===== src/core/tfsl_pkg.sv =====
// Package with register map, field positions and constants for the transmitter fault status logic.
package tfsl_pkg;
  // ----------------------------------------------------------------
  // Register byte offsets
  // ----------------------------------------------------------------
  localparam logic [7:0] TFSL_ADDR_STATUS = 8'h00;
  localparam logic [7:0] TFSL_ADDR_EVENT  = 8'h04;
  localparam logic [7:0] TFSL_ADDR_MASK   = 8'h08;
  localparam logic [7:0] TFSL_ADDR_CTRL   = 8'h0c;
  // ----------------------------------------------------------------
  // Field layout
  // ----------------------------------------------------------------
  localparam int TFSL_NUM_SUPPLY = 5;
  localparam int TFSL_BIT_CONV   = 5;
  localparam int TFSL_BIT_FUSE   = 6;
  localparam int TFSL_BIT_OSC    = 7;
  localparam int TFSL_BIT_BUF    = 8;
  localparam int TFSL_BIT_PRE    = 9;
  localparam int TFSL_NUM_FLT    = 10;
  localparam int TFSL_BIT_SHUT   = 10;
  localparam int TFSL_BIT_OSCEN  = 11;
  localparam int TFSL_CTRL_TEST  = 0;
  localparam logic [TFSL_NUM_FLT-1:0] TFSL_MASK_RST = 10'h000;
  localparam logic [1:0] TFSL_RESP_OKAY   = 2'h0;
  localparam logic [1:0] TFSL_RESP_SLVERR = 2'h2;
endpackage : tfsl_pkg


===== src/core/tfsl_sync.sv =====
// Two flip-flop synchroniser for a vector of asynchronous levels.
`timescale 1ns/10ps
`default_nettype none
module tfsl_sync #(
  parameter int WIDTH = 1
) (
  input  wire logic             clock,
  input  wire logic             rst_b,
  input  wire logic [WIDTH-1:0] async_in,
  input  wire logic [WIDTH-1:0] rst_val,
  output logic      [WIDTH-1:0] sync_out
);
  logic [WIDTH-1:0] meta_q;
  logic [WIDTH-1:0] sync_q;
  // Flops reset to zero; the XOR with rst_val on input and output makes sync_out reset to rst_val.
  always_ff @(posedge clock or negedge rst_b) begin
    if (!rst_b) begin
      meta_q <= '0;
      sync_q <= '0;
    end else begin
      meta_q <= async_in ^ rst_val;
      sync_q <= meta_q;
    end
  end
  assign sync_out = sync_q ^ rst_val;
endmodule : tfsl_sync
`default_nettype wire


===== src/core/tfsl_top.sv =====
// Transmitter fault status logic: indications, shutdown, oscillator enable and AXI4-Lite registers.
//
// The implementer's own choices: the AXI4-Lite slave port and the address map.
`timescale 1ns/10ps
`default_nettype none
module tfsl_top (
  input  wire logic                              clock,
  input  wire logic                              rst_b,
  // Fault and control pins
  input  wire logic [tfsl_pkg::TFSL_NUM_SUPPLY-1:0] supply_flag_n,
  input  wire logic                              conv_error,
  input  wire logic                              indication_block_n,
  input  wire logic                              fuse_blown,
  input  wire logic                              osc_loss,
  input  wire logic                              buf_loss,
  input  wire logic                              pre_loss,
  input  wire logic                              tx_on,
  input  wire logic                              pa_supply_on,
  input  wire logic                              turn_on_request,
  input  wire logic                              osc_test_button,
  // Indications and commands
  output logic [tfsl_pkg::TFSL_NUM_SUPPLY-1:0]   supply_green,
  output logic [tfsl_pkg::TFSL_NUM_SUPPLY-1:0]   supply_red,
  output logic [tfsl_pkg::TFSL_NUM_SUPPLY-1:0]   supply_ext,
  output logic                                   conv_green,
  output logic                                   conv_red,
  output logic                                   conv_ext,
  output logic                                   audio_latch_clear,
  output logic                                   fuse_lamp,
  output logic                                   fuse_green,
  output logic [2:0]                             rf_green,
  output logic [2:0]                             rf_red,
  output logic [2:0]                             rf_ext,
  output logic                                   amplifier_shutdown,
  output logic                                   pa_supply_hold,
  output logic                                   osc_enable,
  output logic                                   irq,
  // AXI4-Lite slave
  input  wire logic [7:0]                        s_axi_awaddr,
  input  wire logic                              s_axi_awvalid,
  output logic                                   s_axi_awready,
  input  wire logic [31:0]                       s_axi_wdata,
  input  wire logic [3:0]                        s_axi_wstrb,
  input  wire logic                              s_axi_wvalid,
  output logic                                   s_axi_wready,
  output logic [1:0]                             s_axi_bresp,
  output logic                                   s_axi_bvalid,
  input  wire logic                              s_axi_bready,
  input  wire logic [7:0]                        s_axi_araddr,
  input  wire logic                              s_axi_arvalid,
  output logic                                   s_axi_arready,
  output logic [31:0]                            s_axi_rdata,
  output logic [1:0]                             s_axi_rresp,
  output logic                                   s_axi_rvalid,
  input  wire logic                              s_axi_rready
);
  localparam int NS  = tfsl_pkg::TFSL_NUM_SUPPLY;
  localparam int NF  = tfsl_pkg::TFSL_NUM_FLT;
  localparam int NIN = NS + 10;

  // ----------------------------------------------------------------
  // Input synchronisation
  // ----------------------------------------------------------------
  logic [NIN-1:0] raw_in;
  logic [NIN-1:0] rst_pol;
  logic [NIN-1:0] syn_in;
  assign raw_in  = {osc_test_button, turn_on_request, pa_supply_on, tx_on, pre_loss, buf_loss,
                    osc_loss, fuse_blown, indication_block_n, conv_error, supply_flag_n};
  // Active-low lines settle to their released level during reset.
  assign rst_pol = {10'h002, {NS{1'b1}}};
  tfsl_sync #(
    .WIDTH (NIN)
  ) u_sync (
    .clock    (clock),
    .rst_b    (rst_b),
    .async_in (raw_in),
    .rst_val  (rst_pol),
    .sync_out (syn_in)
  );

  wire [NS-1:0] s_flag_n  = syn_in[NS-1:0];
  wire          s_conv    = syn_in[NS];
  wire          s_block_n = syn_in[NS+1];
  wire          s_fuse    = syn_in[NS+2];
  wire          s_osc     = syn_in[NS+3];
  wire          s_buf     = syn_in[NS+4];
  wire          s_pre     = syn_in[NS+5];
  wire          s_tx_on   = syn_in[NS+6];
  wire          s_pa_on   = syn_in[NS+7];
  wire          s_req     = syn_in[NS+8];
  wire          s_button  = syn_in[NS+9];

  // ----------------------------------------------------------------
  // Fault decoding
  // ----------------------------------------------------------------
  logic test_force_q;
  // A released flag line floats high, so a low level is the fault.
  wire [NS-1:0] supply_fault = ~s_flag_n;
  wire          conv_shown   = s_conv & s_block_n;
  wire          osc_shown    = s_osc & s_tx_on;
  wire          buf_shown    = s_buf & ~osc_shown;
  wire          pre_shown    = s_pre & ~osc_shown & ~buf_shown;
  wire [2:0]    rf_shown     = {pre_shown, buf_shown, osc_shown};
  // Supply faults and, of the RF stages, only the predriver feed shutdown; the other RF stages are indications.
  wire          shut_d       = (|supply_fault) | pre_shown;
  wire          osc_en_d     = s_req | (~s_pa_on & (s_button | test_force_q));
  wire [NF-1:0] fault_vec    = {rf_shown, s_fuse, conv_shown, supply_fault};

  // ----------------------------------------------------------------
  // Output registers
  // ----------------------------------------------------------------
  always_ff @(posedge clock or negedge rst_b) begin
    if (!rst_b) begin
      supply_red         <= '0;
      supply_green       <= '0;
      supply_ext         <= '0;
      conv_red           <= 1'b0;
      conv_green         <= 1'b0;
      conv_ext           <= 1'b0;
      audio_latch_clear  <= 1'b0;
      fuse_lamp          <= 1'b0;
      fuse_green         <= 1'b0;
      rf_red             <= '0;
      rf_green           <= '0;
      rf_ext             <= '0;
      amplifier_shutdown <= 1'b0;
      osc_enable         <= 1'b0;
    end else begin
      supply_red         <= supply_fault;
      supply_green       <= ~supply_fault;
      supply_ext         <= supply_fault;
      conv_red           <= conv_shown;
      conv_green         <= ~conv_shown;
      conv_ext           <= conv_shown;
      audio_latch_clear  <= s_conv;
      fuse_lamp          <= s_fuse;
      fuse_green         <= ~s_fuse;
      rf_red             <= rf_shown;
      rf_green           <= ~rf_shown;
      rf_ext             <= rf_shown;
      amplifier_shutdown <= shut_d;
      osc_enable         <= osc_en_d;
    end
  end
  // Shutdown never drops the amplifier supply.
  assign pa_supply_hold = 1'b1;

  // ----------------------------------------------------------------
  // Sticky events, mask and interrupt
  // ----------------------------------------------------------------
  logic [NF-1:0] fault_prev_q;
  logic [NF-1:0] event_q;
  logic [NF-1:0] event_d;
  logic [NF-1:0] mask_q;
  logic [NF-1:0] ev_clr;
  wire  [NF-1:0] ev_set = fault_vec & ~fault_prev_q;
  // Set wins over a simultaneous write-one-to-clear.
  assign event_d = ev_set | (event_q & ~ev_clr);
  assign irq     = |(event_q & mask_q);

  // ----------------------------------------------------------------
  // AXI4-Lite slave
  // ----------------------------------------------------------------
  logic       aw_full_q;
  logic       w_full_q;
  logic [7:0] aw_addr_q;
  logic [31:0] w_data_q;
  logic [3:0] w_strb_q;
  logic       bvalid_q;
  logic [1:0] bresp_q;
  logic       rvalid_q;
  logic [31:0] rdata_q;
  logic [1:0] rresp_q;

  assign s_axi_awready = ~aw_full_q & ~bvalid_q;
  assign s_axi_wready  = ~w_full_q & ~bvalid_q;
  assign s_axi_arready = ~rvalid_q;
  assign s_axi_bvalid  = bvalid_q;
  assign s_axi_bresp   = bresp_q;
  assign s_axi_rvalid  = rvalid_q;
  assign s_axi_rdata   = rdata_q;
  assign s_axi_rresp   = rresp_q;

  wire aw_have = aw_full_q | (s_axi_awvalid & s_axi_awready);
  wire w_have  = w_full_q | (s_axi_wvalid & s_axi_wready);
  wire wr_go   = aw_have & w_have & ~bvalid_q;
  wire [7:0]  wr_addr = aw_full_q ? aw_addr_q : s_axi_awaddr;
  wire [31:0] wr_data = w_full_q ? w_data_q : s_axi_wdata;
  wire [3:0]  wr_strb = w_full_q ? w_strb_q : s_axi_wstrb;
  wire [31:0] wr_mask = {{8{wr_strb[3]}}, {8{wr_strb[2]}}, {8{wr_strb[1]}}, {8{wr_strb[0]}}};
  wire [31:0] wr_bits = wr_data & wr_mask;
  wire wr_event = wr_go & (wr_addr == tfsl_pkg::TFSL_ADDR_EVENT);
  wire wr_mask_hit = wr_go & (wr_addr == tfsl_pkg::TFSL_ADDR_MASK);
  wire wr_ctrl = wr_go & (wr_addr == tfsl_pkg::TFSL_ADDR_CTRL);
  wire wr_ok   = wr_event | wr_mask_hit | wr_ctrl |
                 (wr_go & (wr_addr == tfsl_pkg::TFSL_ADDR_STATUS));
  assign ev_clr = wr_event ? wr_bits[NF-1:0] : '0;
  wire [NF-1:0] mask_d = wr_mask_hit ? ((mask_q & ~wr_mask[NF-1:0]) | wr_bits[NF-1:0]) : mask_q;
  wire test_force_d = (wr_ctrl & wr_strb[0]) ? wr_data[tfsl_pkg::TFSL_CTRL_TEST] : test_force_q;

  wire [31:0] status_word = {20'h00000, osc_enable, amplifier_shutdown,
                             rf_red, fuse_lamp, conv_red, supply_red};
  wire        rd_go  = s_axi_arvalid & s_axi_arready;
  wire        rd_st  = s_axi_araddr == tfsl_pkg::TFSL_ADDR_STATUS;
  wire        rd_ev  = s_axi_araddr == tfsl_pkg::TFSL_ADDR_EVENT;
  wire        rd_mk  = s_axi_araddr == tfsl_pkg::TFSL_ADDR_MASK;
  wire        rd_ct  = s_axi_araddr == tfsl_pkg::TFSL_ADDR_CTRL;
  wire [31:0] rd_word = rd_st ? status_word :
                        rd_ev ? {22'h000000, event_q} :
                        rd_mk ? {22'h000000, mask_q} :
                        rd_ct ? {31'h00000000, test_force_q} : 32'h00000000;
  wire        rd_ok  = rd_st | rd_ev | rd_mk | rd_ct;

  always_ff @(posedge clock or negedge rst_b) begin
    if (!rst_b) begin
      fault_prev_q <= '0;
      event_q      <= '0;
      mask_q       <= tfsl_pkg::TFSL_MASK_RST;
      test_force_q <= 1'b0;
    end else begin
      fault_prev_q <= fault_vec;
      event_q      <= event_d;
      mask_q       <= mask_d;
      test_force_q <= test_force_d;
    end
  end

  always_ff @(posedge clock or negedge rst_b) begin
    if (!rst_b) begin
      aw_full_q <= 1'b0;
      w_full_q  <= 1'b0;
      aw_addr_q <= 8'h00;
      w_data_q  <= 32'h00000000;
      w_strb_q  <= 4'h0;
      bvalid_q  <= 1'b0;
      bresp_q   <= tfsl_pkg::TFSL_RESP_OKAY;
    end else begin
      if (s_axi_awvalid & s_axi_awready & ~wr_go) begin
        aw_full_q <= 1'b1;
        aw_addr_q <= s_axi_awaddr;
      end else if (wr_go) begin
        aw_full_q <= 1'b0;
      end
      if (s_axi_wvalid & s_axi_wready & ~wr_go) begin
        w_full_q <= 1'b1;
        w_data_q <= s_axi_wdata;
        w_strb_q <= s_axi_wstrb;
      end else if (wr_go) begin
        w_full_q <= 1'b0;
      end
      if (wr_go) begin
        bvalid_q <= 1'b1;
        bresp_q  <= wr_ok ? tfsl_pkg::TFSL_RESP_OKAY : tfsl_pkg::TFSL_RESP_SLVERR;
      end else if (s_axi_bready) begin
        bvalid_q <= 1'b0;
      end
    end
  end

  always_ff @(posedge clock or negedge rst_b) begin
    if (!rst_b) begin
      rvalid_q <= 1'b0;
      rdata_q  <= 32'h00000000;
      rresp_q  <= tfsl_pkg::TFSL_RESP_OKAY;
    end else if (rd_go) begin
      rvalid_q <= 1'b1;
      rdata_q  <= rd_word;
      rresp_q  <= rd_ok ? tfsl_pkg::TFSL_RESP_OKAY : tfsl_pkg::TFSL_RESP_SLVERR;
    end else if (s_axi_rready) begin
      rvalid_q <= 1'b0;
    end
  end
endmodule : tfsl_top
`default_nettype wire


===== config.mk =====
export PLATFORM = sky130hd
export DESIGN_NAME = tfsl_top
export DESIGN_NICKNAME = d
export VERILOG_FILES = /design/src/core/tfsl_pkg.sv /design/src/core/tfsl_sync.sv /design/src/core/tfsl_top.sv
export SDC_FILE = /design/constraint.sdc
export NUM_CORES = 1
export LEC_CHECK = 0
export BUFFER_PORTS_ARGS = -buffer_cell sky130_fd_sc_hd__buf_4
export CORE_MARGIN = 1
export CORE_UTILIZATION = 25
export CTS_BUF_LIST = sky130_fd_sc_hd__clkbuf_16
export CTS_CLUSTER_SIZE = 20
export DETAILED_ROUTE_END_ITERATION = 12
export GPL_ROUTABILITY_DRIVEN = 0
export GPL_TIMING_DRIVEN = 0
export PLACE_DENSITY = 0.54
export SETUP_SLACK_MARGIN = 0.05
export SLEW_MARGIN = 30
export SYNTH_ARGS = -nofsm -noshare
export SYNTH_HDL_FRONTEND = slang
export SYNTH_HIERARCHICAL = 1
export SYNTH_SLANG_ARGS = --single-unit

===== constraint.sdc =====
create_clock -name clock -period 2.2 [get_ports clock]
set_clock_uncertainty 0.05 [all_clocks]
set_input_delay 0.44 -clock clock [delete_from_list [all_inputs] [get_ports clock]]
set_output_delay 0.44 -clock clock [all_outputs]
set_load 0.01 [all_outputs]

* Word-level counts from Yosys, hierarchy flattened
Index checks and enable logic that the tools add are counted.
** Cells by class
- Mux-type cells :: 17
- Bitwise gates (word level) :: 56
- Reductions and logical operators :: 8
- Equal/unequal tests :: 6
** Operators with widths (count)
- $and A10 B10 Y10 :: 5
- $mux W10 :: 4
- $eq A8 B4 Y1 const B :: 4
- $not A10 Y10 :: 3
- $and A1 B1 Y1 :: 20
- $or A10 B10 Y10 :: 2
- $eq A8 B3 Y1 const B :: 2
- $logic_not A8 Y1 :: 2
- $mux W12 :: 1
- $not A6 Y6 :: 2
- $or A1 B1 Y1 :: 11
- $not A1 Y1 :: 10
- $not A5 Y5 :: 2
- $reduce_or A10 Y1 :: 1
- $mux W1 :: 8
- $mux W8 :: 1
- $reduce_bool A2 Y1 :: 4
- $mux W2 :: 3
- $reduce_or A5 Y1 :: 1
- $not A3 Y3 :: 1
** Storage, ports and cells
- Input bits :: 74
- Word-level logic and storage cells :: 114
- Register bits after elaboration :: 144
- Output and inout bits :: 75

* Longest topological paths before layout
- Word-level depth :: 11
- Gate-level depth with buffers :: 5
- Gate-level depth less buffers :: 5

* By module
The synthesis kept the hierarchy.
** Modules (own cells, without submodules)
- tfsl_top :: area each 3748.6 um^2, times used 1, cells an instance 323, seq. area each 2052.0 um^2
- tfsl_sync :: area each 1013.5 um^2, times used 1, cells an instance 60, seq. area each 750.7 um^2

* Least setup slack after synthesis
No wires, ideal clock.
- Path type :: in2reg
- Start :: input s_axi_awaddr[4]
- End :: register (tool-made name)
- Required time :: 2.025 ns
- Library setup time :: 0.125 ns
- Stages on the path :: 4
- Path slack :: 0.366 ns
- Arrival time :: 1.659 ns
- Buffers on the path :: 0
- Cells stage by stage :: nor4_1 > nand2_1 > a211oi_4 > mux2_4
** RTL lines
- from (decl) :: line tfsl_top.sv:39 : input wire logic [7:0] s_axi_awaddr,

* Worst setup path in the final report
- Start :: register aw_full_q
- End :: register event_q[0]
** On the way
- Longest elaborated chain between the ends :: 11
- Elaborated cells on any way between the ends :: 13
- Those cells by class :: 1 x eq/ne; 2 x mux; 10 x bitwise
** Ends and longest elaborated chain
- from (decl) :: line tfsl_top.sv:164 : logic aw_full_q;
- from (signal assigned) :: line tfsl_top.sv:230 : aw_full_q <= 1'b0;
- from (signal assigned) :: line tfsl_top.sv:239 : aw_full_q <= 1'b1;
- from (signal assigned) :: line tfsl_top.sv:242 : aw_full_q <= 1'b0;
- $not A1 Y1 :: line tfsl_top.sv:175 : assign s_axi_awready = ~aw_full_q & ~bvalid_q;
- $and A1 B1 Y1 :: line tfsl_top.sv:175
- $and A1 B1 Y1 :: line tfsl_top.sv:184 : wire aw_have = aw_full_q | (s_axi_awvalid & s_axi_awready);
- $or A1 B1 Y1 :: line tfsl_top.sv:184
- $and A1 B1 Y1 (2 in series) :: line tfsl_top.sv:186 : wire wr_go = aw_have & w_have & ~bvalid_q;
- $and A1 B1 Y1 * :: line tfsl_top.sv:192 : wire wr_event = wr_go & (wr_addr == tfsl_pkg::TFSL_ADDR_EVENT);
- $mux W10 * :: line tfsl_top.sv:197 : assign ev_clr = wr_event ? wr_bits[NF-1:0] : '0;
- $not A10 Y10 * :: line tfsl_top.sv:158 : assign event_d = ev_set | (event_q & ~ev_clr);
- $and A10 B10 Y10 * :: line tfsl_top.sv:158
- $or A10 B10 Y10 * :: line tfsl_top.sv:158
- via event_d[0] :: line tfsl_top.sv:153 : logic [NF-1:0] event_d;
- to (signal assigned) :: line tfsl_top.sv:222 : event_q <= event_d;
- to (decl) :: line tfsl_top.sv:152 : logic [NF-1:0] event_q;
Mark *: on every way through the listed nets, which the timed path passes. The rest lies on a longest branch.
A chain may end at the register's enable or synchronous reset.

==> summary.md <==
* RSZ-0062 raised after global routing: true
* clock buffer count from CTS: 9
* number of endpoints failing setup at the final stage: 0
* final slew viol count: 0
* Worst Setup Path Type: flip-flop to flip-flop
* number of iterations in the first detailed-routing pass: 8
* Vert. Die Dim: 140.0 microns
* number of placement rows: 50
* share of cell area taken by muxes after synthesis: 12.17%
* global-route usage over all layers: 12.03%
* layout-stage area growth over the synthesis result: 34.34%
* share of synthesized area occupied by flip-flops and latches: 58.85%
* first-pass GRT wire length: 17.71 mm
* Final Critical Period: 2085 ps
* # port buffers: 101
* FMAX: 479.6 MHz
* transition time of the tightest slew-check pin: 1053 ps
* worst hold path type: input pin to flip-flop
* Worst setup startpoint: aw_full_q
* Starting Density: 25.46%
* Max IR drop VDD: 0.3838 mV
* buffer depth of the longest clock path: 2
* share of the synthesized area in compound gates (AO/OA/AOI/OAI): 9.091%
* number of antenna violations at the first check in global routing: 0
* Clock transition at path regs: 80 ps
* cell count after placement: 770
* combinational family with the most area after synthesis: multiplexers
* Residual DRC: 1
* Avg Vias per Cell: 4.123
* Boundary Pins: 149
* startpoint of the worst-slack reg-to-reg timing path: aw_full_q
* average detailed-routed wire length per instance: 14.03 microns
* library cell contributing the largest single delay on the critical path: a2111oi_1
* R2R Setup Slk: 110 ps
* Mean Syn Cell Area: 12.43 sq um
* slowest cell delay on critical path: 530 ps
* number of hold violations in the final report: 0
* M2 GR Usage: 20.11%
* crit share post-route: 94.78%
* area of the die: 19,600 sq um
* width of the die: 140.0 microns
* pin count of the biggest net entering global routing: 78
* vias in the first global route: 3,279
* Crit path buffers/inverters: 1
* Static Leakage: 3.115 nW
* Post-synth EDFFs: 0
* post-placement worst setup slack: -242.2 ps
* critical register-to-register path endpoint: event_q[0]
* Synth async-reset ratio: 100.0%
* timing endpoint of the critical path: event_q[0]
* capturing element type of the critical path: flip-flop
* fraction of layout instances using a drive strength above 1: 34.59%
* clock insertion delay at the later pin of the skew report: 350 ps
* r2r worst-path depth: 5
* Largest delay share family, worst path: compound AO/OA/AOI/OAI gates
* core occupancy in the finished layout: 34.20%
* number of diodes added for antenna fixing: 0
* FF+latch count, synth: 112
* global routing's busiest layer: met2
* global routing usage on met3: 4.137%
* xor/xnor share of the synthesized area: 5.518%
* startpoint type of the worst setup path: flip-flop
* DRC violation total after the first TritonRoute iteration: 163
* endpoint required time on the critical path: 2360 ps
* Core Area: 18,710 sq um
* net count of the finished layout: 624
* share of synthesized cell area in and, or, nand and nor gates: 5.596%
* leading cell type in the layout, fill and taps excluded: buf_4
* crit path DAT: 2250 ps
* root buffer selected by CTS: clkbuf_16
* Max-cap violations: 0
* fraction of met1 tracks used by global routing: 14.33%
* most frequent cells in the layout: buf_4, dfrtp_1, conb_1
* synthesized-area fraction occupied by adder cells: 0%
* TritonCTS clock tree: done
* Max-Slew Margin vs Limit: 28.39%
* clock tree sinks: 112
* number of antenna-violating nets in the routed design: 0
* synth warn: 6
* status: complete, but fails checks
* critical-path cell list: buf_2 -> nor3b_1 -> o221ai_2 -> a2111oi_1 -> o22ai_1
* cell count after synthesis: 383
* worst setup margin: 114.9 ps
* Max FO, Critical Path: 10
* Final Routed Wirelength: 11.07 mm
* leftover overflow at the end of global routing: 0
* number of distinct library cells after synthesis: 40
* failing checks: DRC
* final cell count without fillers: 789
* Detailed Place HPWL: 8.113 mm
* overall via count from detail_route: 3,253
* primary flip-flop cell chosen by synthesis mapping: dfrtp_1
* P per Cell Area: 882.8 nW/um^2
* cell area after technology mapping: 4762 sq um
* H-tree depth: 3
* critical path depth in cells: 5
==> repair_timing <==
action / 4_1_cts / 5_1_grt
setup endpoints to repair: 10 / 10
gates resized for setup: 8 / 12
hold buffers: 1 / 0
endpoints found under the hold margin: 35 / 0
buffers inserted: 2 / 0
pin swaps: 1 / 1
==> routing by layer <==
metal / share of wire, % / vias to the layer above / wire, microns
met3: 5.7 / 13 / 636
met1: 43 / 1582 / 4800
met2: 50 / 89 / 5490
li1: - / 1569 / -
met5: 0 / - / 0
met4: 1.3 / 0 / 142
==> how the worst min path moves through the flow <==
stage                                 endpoint              from  cells after the start  slack (ps)
finish                        u_sync/meta_q[2]  supply_flag_n[2]                      2         210
global route                  u_sync/meta_q[1]  supply_flag_n[1]                      2         190
CTS                           u_sync/meta_q[0]  supply_flag_n[0]                      2         190
detailed placement                aw_addr_q[7]             rst_b                      1         280
global placement              u_sync/sync_q[7]  u_sync/meta_q[7]                      0         280
floorplan           asynchronous set/reset pin             rst_b                      0          90
==> through the flow <==
| stage | TNS [ps] | power (W) | hold slack (ps) | area, sq um |
|---|---|---|---|---|
| 6_report | 0 | 0.005648 | 207.4 | 6397 |
| 5_1_grt | 0 | 0.005989 | 188.3 | 6397 |
| 4_1_cts | 0 | 0.005713 | 189.5 | 6360 |
| 3_5_place_dp | -1510 | 0.004159 | 283.7 | 6040 |
| 3_3_place_gp | -1412 | 0.004095 | 281.1 | 6005 |
| 2_1_floorplan | 0 | 0.003550 | 94.41 | 4954 |
==> sequential cells by signal (all words and copies together) (netlist names), 2 cells and up, named ones only <==
register	flops
aw_addr_q	8
u_sync/meta_q	15
supply_green	5
event_q	10
rf_green	3
w_data_q	10
fault_prev_q	10
u_sync/sync_q	15
s_axi_rdata	12
w_strb_q	2
==> worst reg2reg max path: stages (launching register included) <==
cell and delay, ps:
dfrtp_1 420, buf_2 200, nor3b_1 260, o221ai_2 340, a2111oi_1 530, o22ai_1 140
==> area by class of cell <==
| class | count | area (sq um) |
|---|---|---|
| buffer | 43 | 291.5 |
| timing repair buffer | 105 | 830.8 |
| multi-input combinational | 247 | 1795 |
| sequential | 112 | 2803 |
| clock buffer | 9 | 225.2 |
| tap | 234 | 292.8 |
| inverter | 32 | 120.1 |
| fill | 1913 | 12310 |
| clock inverter | 7 | 38.79 |
==> kinds of logic after synthesis <==
family	count (synthesis)
xor+xnor	30
compound gates	59
buf+inv	75
simple gates	52
other cells	2
flops	112
mux	53
==> synthesized netlist by cell type (2+ instances only) <==
| master | n | area share [%] |
|---|---|---|
| nor3_1 | 2 | 0.21 |
| and3b_1 | 3 | 0.55 |
| dfrtp_1 | 112 | 59 |
| clkbuf_1 | 5 | 0.39 |
| a22oi_1 | 3 | 0.47 |
| nor4_1 | 2 | 0.26 |
| o22ai_1 | 11 | 1.4 |
| buf_4 | 33 | 5.2 |
| inv_1 | 32 | 2.5 |
| conb_1 | 2 | 0.16 |
| mux2i_1 | 28 | 5.9 |
| buf_2 | 4 | 0.42 |
| a2111oi_0 | 11 | 2.0 |
| nor2b_1 | 2 | 0.26 |
| nor3b_1 | 2 | 0.32 |
| o21ai_0 | 15 | 1.6 |
| a22o_1 | 10 | 1.8 |
| nand2_1 | 23 | 1.8 |
| xor2_1 | 30 | 5.5 |
| mux2_2 | 22 | 5.2 |
| nand3b_1 | 3 | 0.47 |
| o221ai_1 | 2 | 0.37 |
| nor2_1 | 9 | 0.71 |
==> power by group <==
| part | internal (W) | switching [W] | total, W |
|---|---|---|---|
| sequential | 0.00244 | 0.000239 | 0.00268 |
| clock | 0.000760 | 0.000744 | 0.00150 |
| combinational | 0.000723 | 0.000738 | 0.00146 |
| total | 0.00393 | 0.00172 | 0.00565 |
No activity file was read; power rests on OpenSTA's default activity.
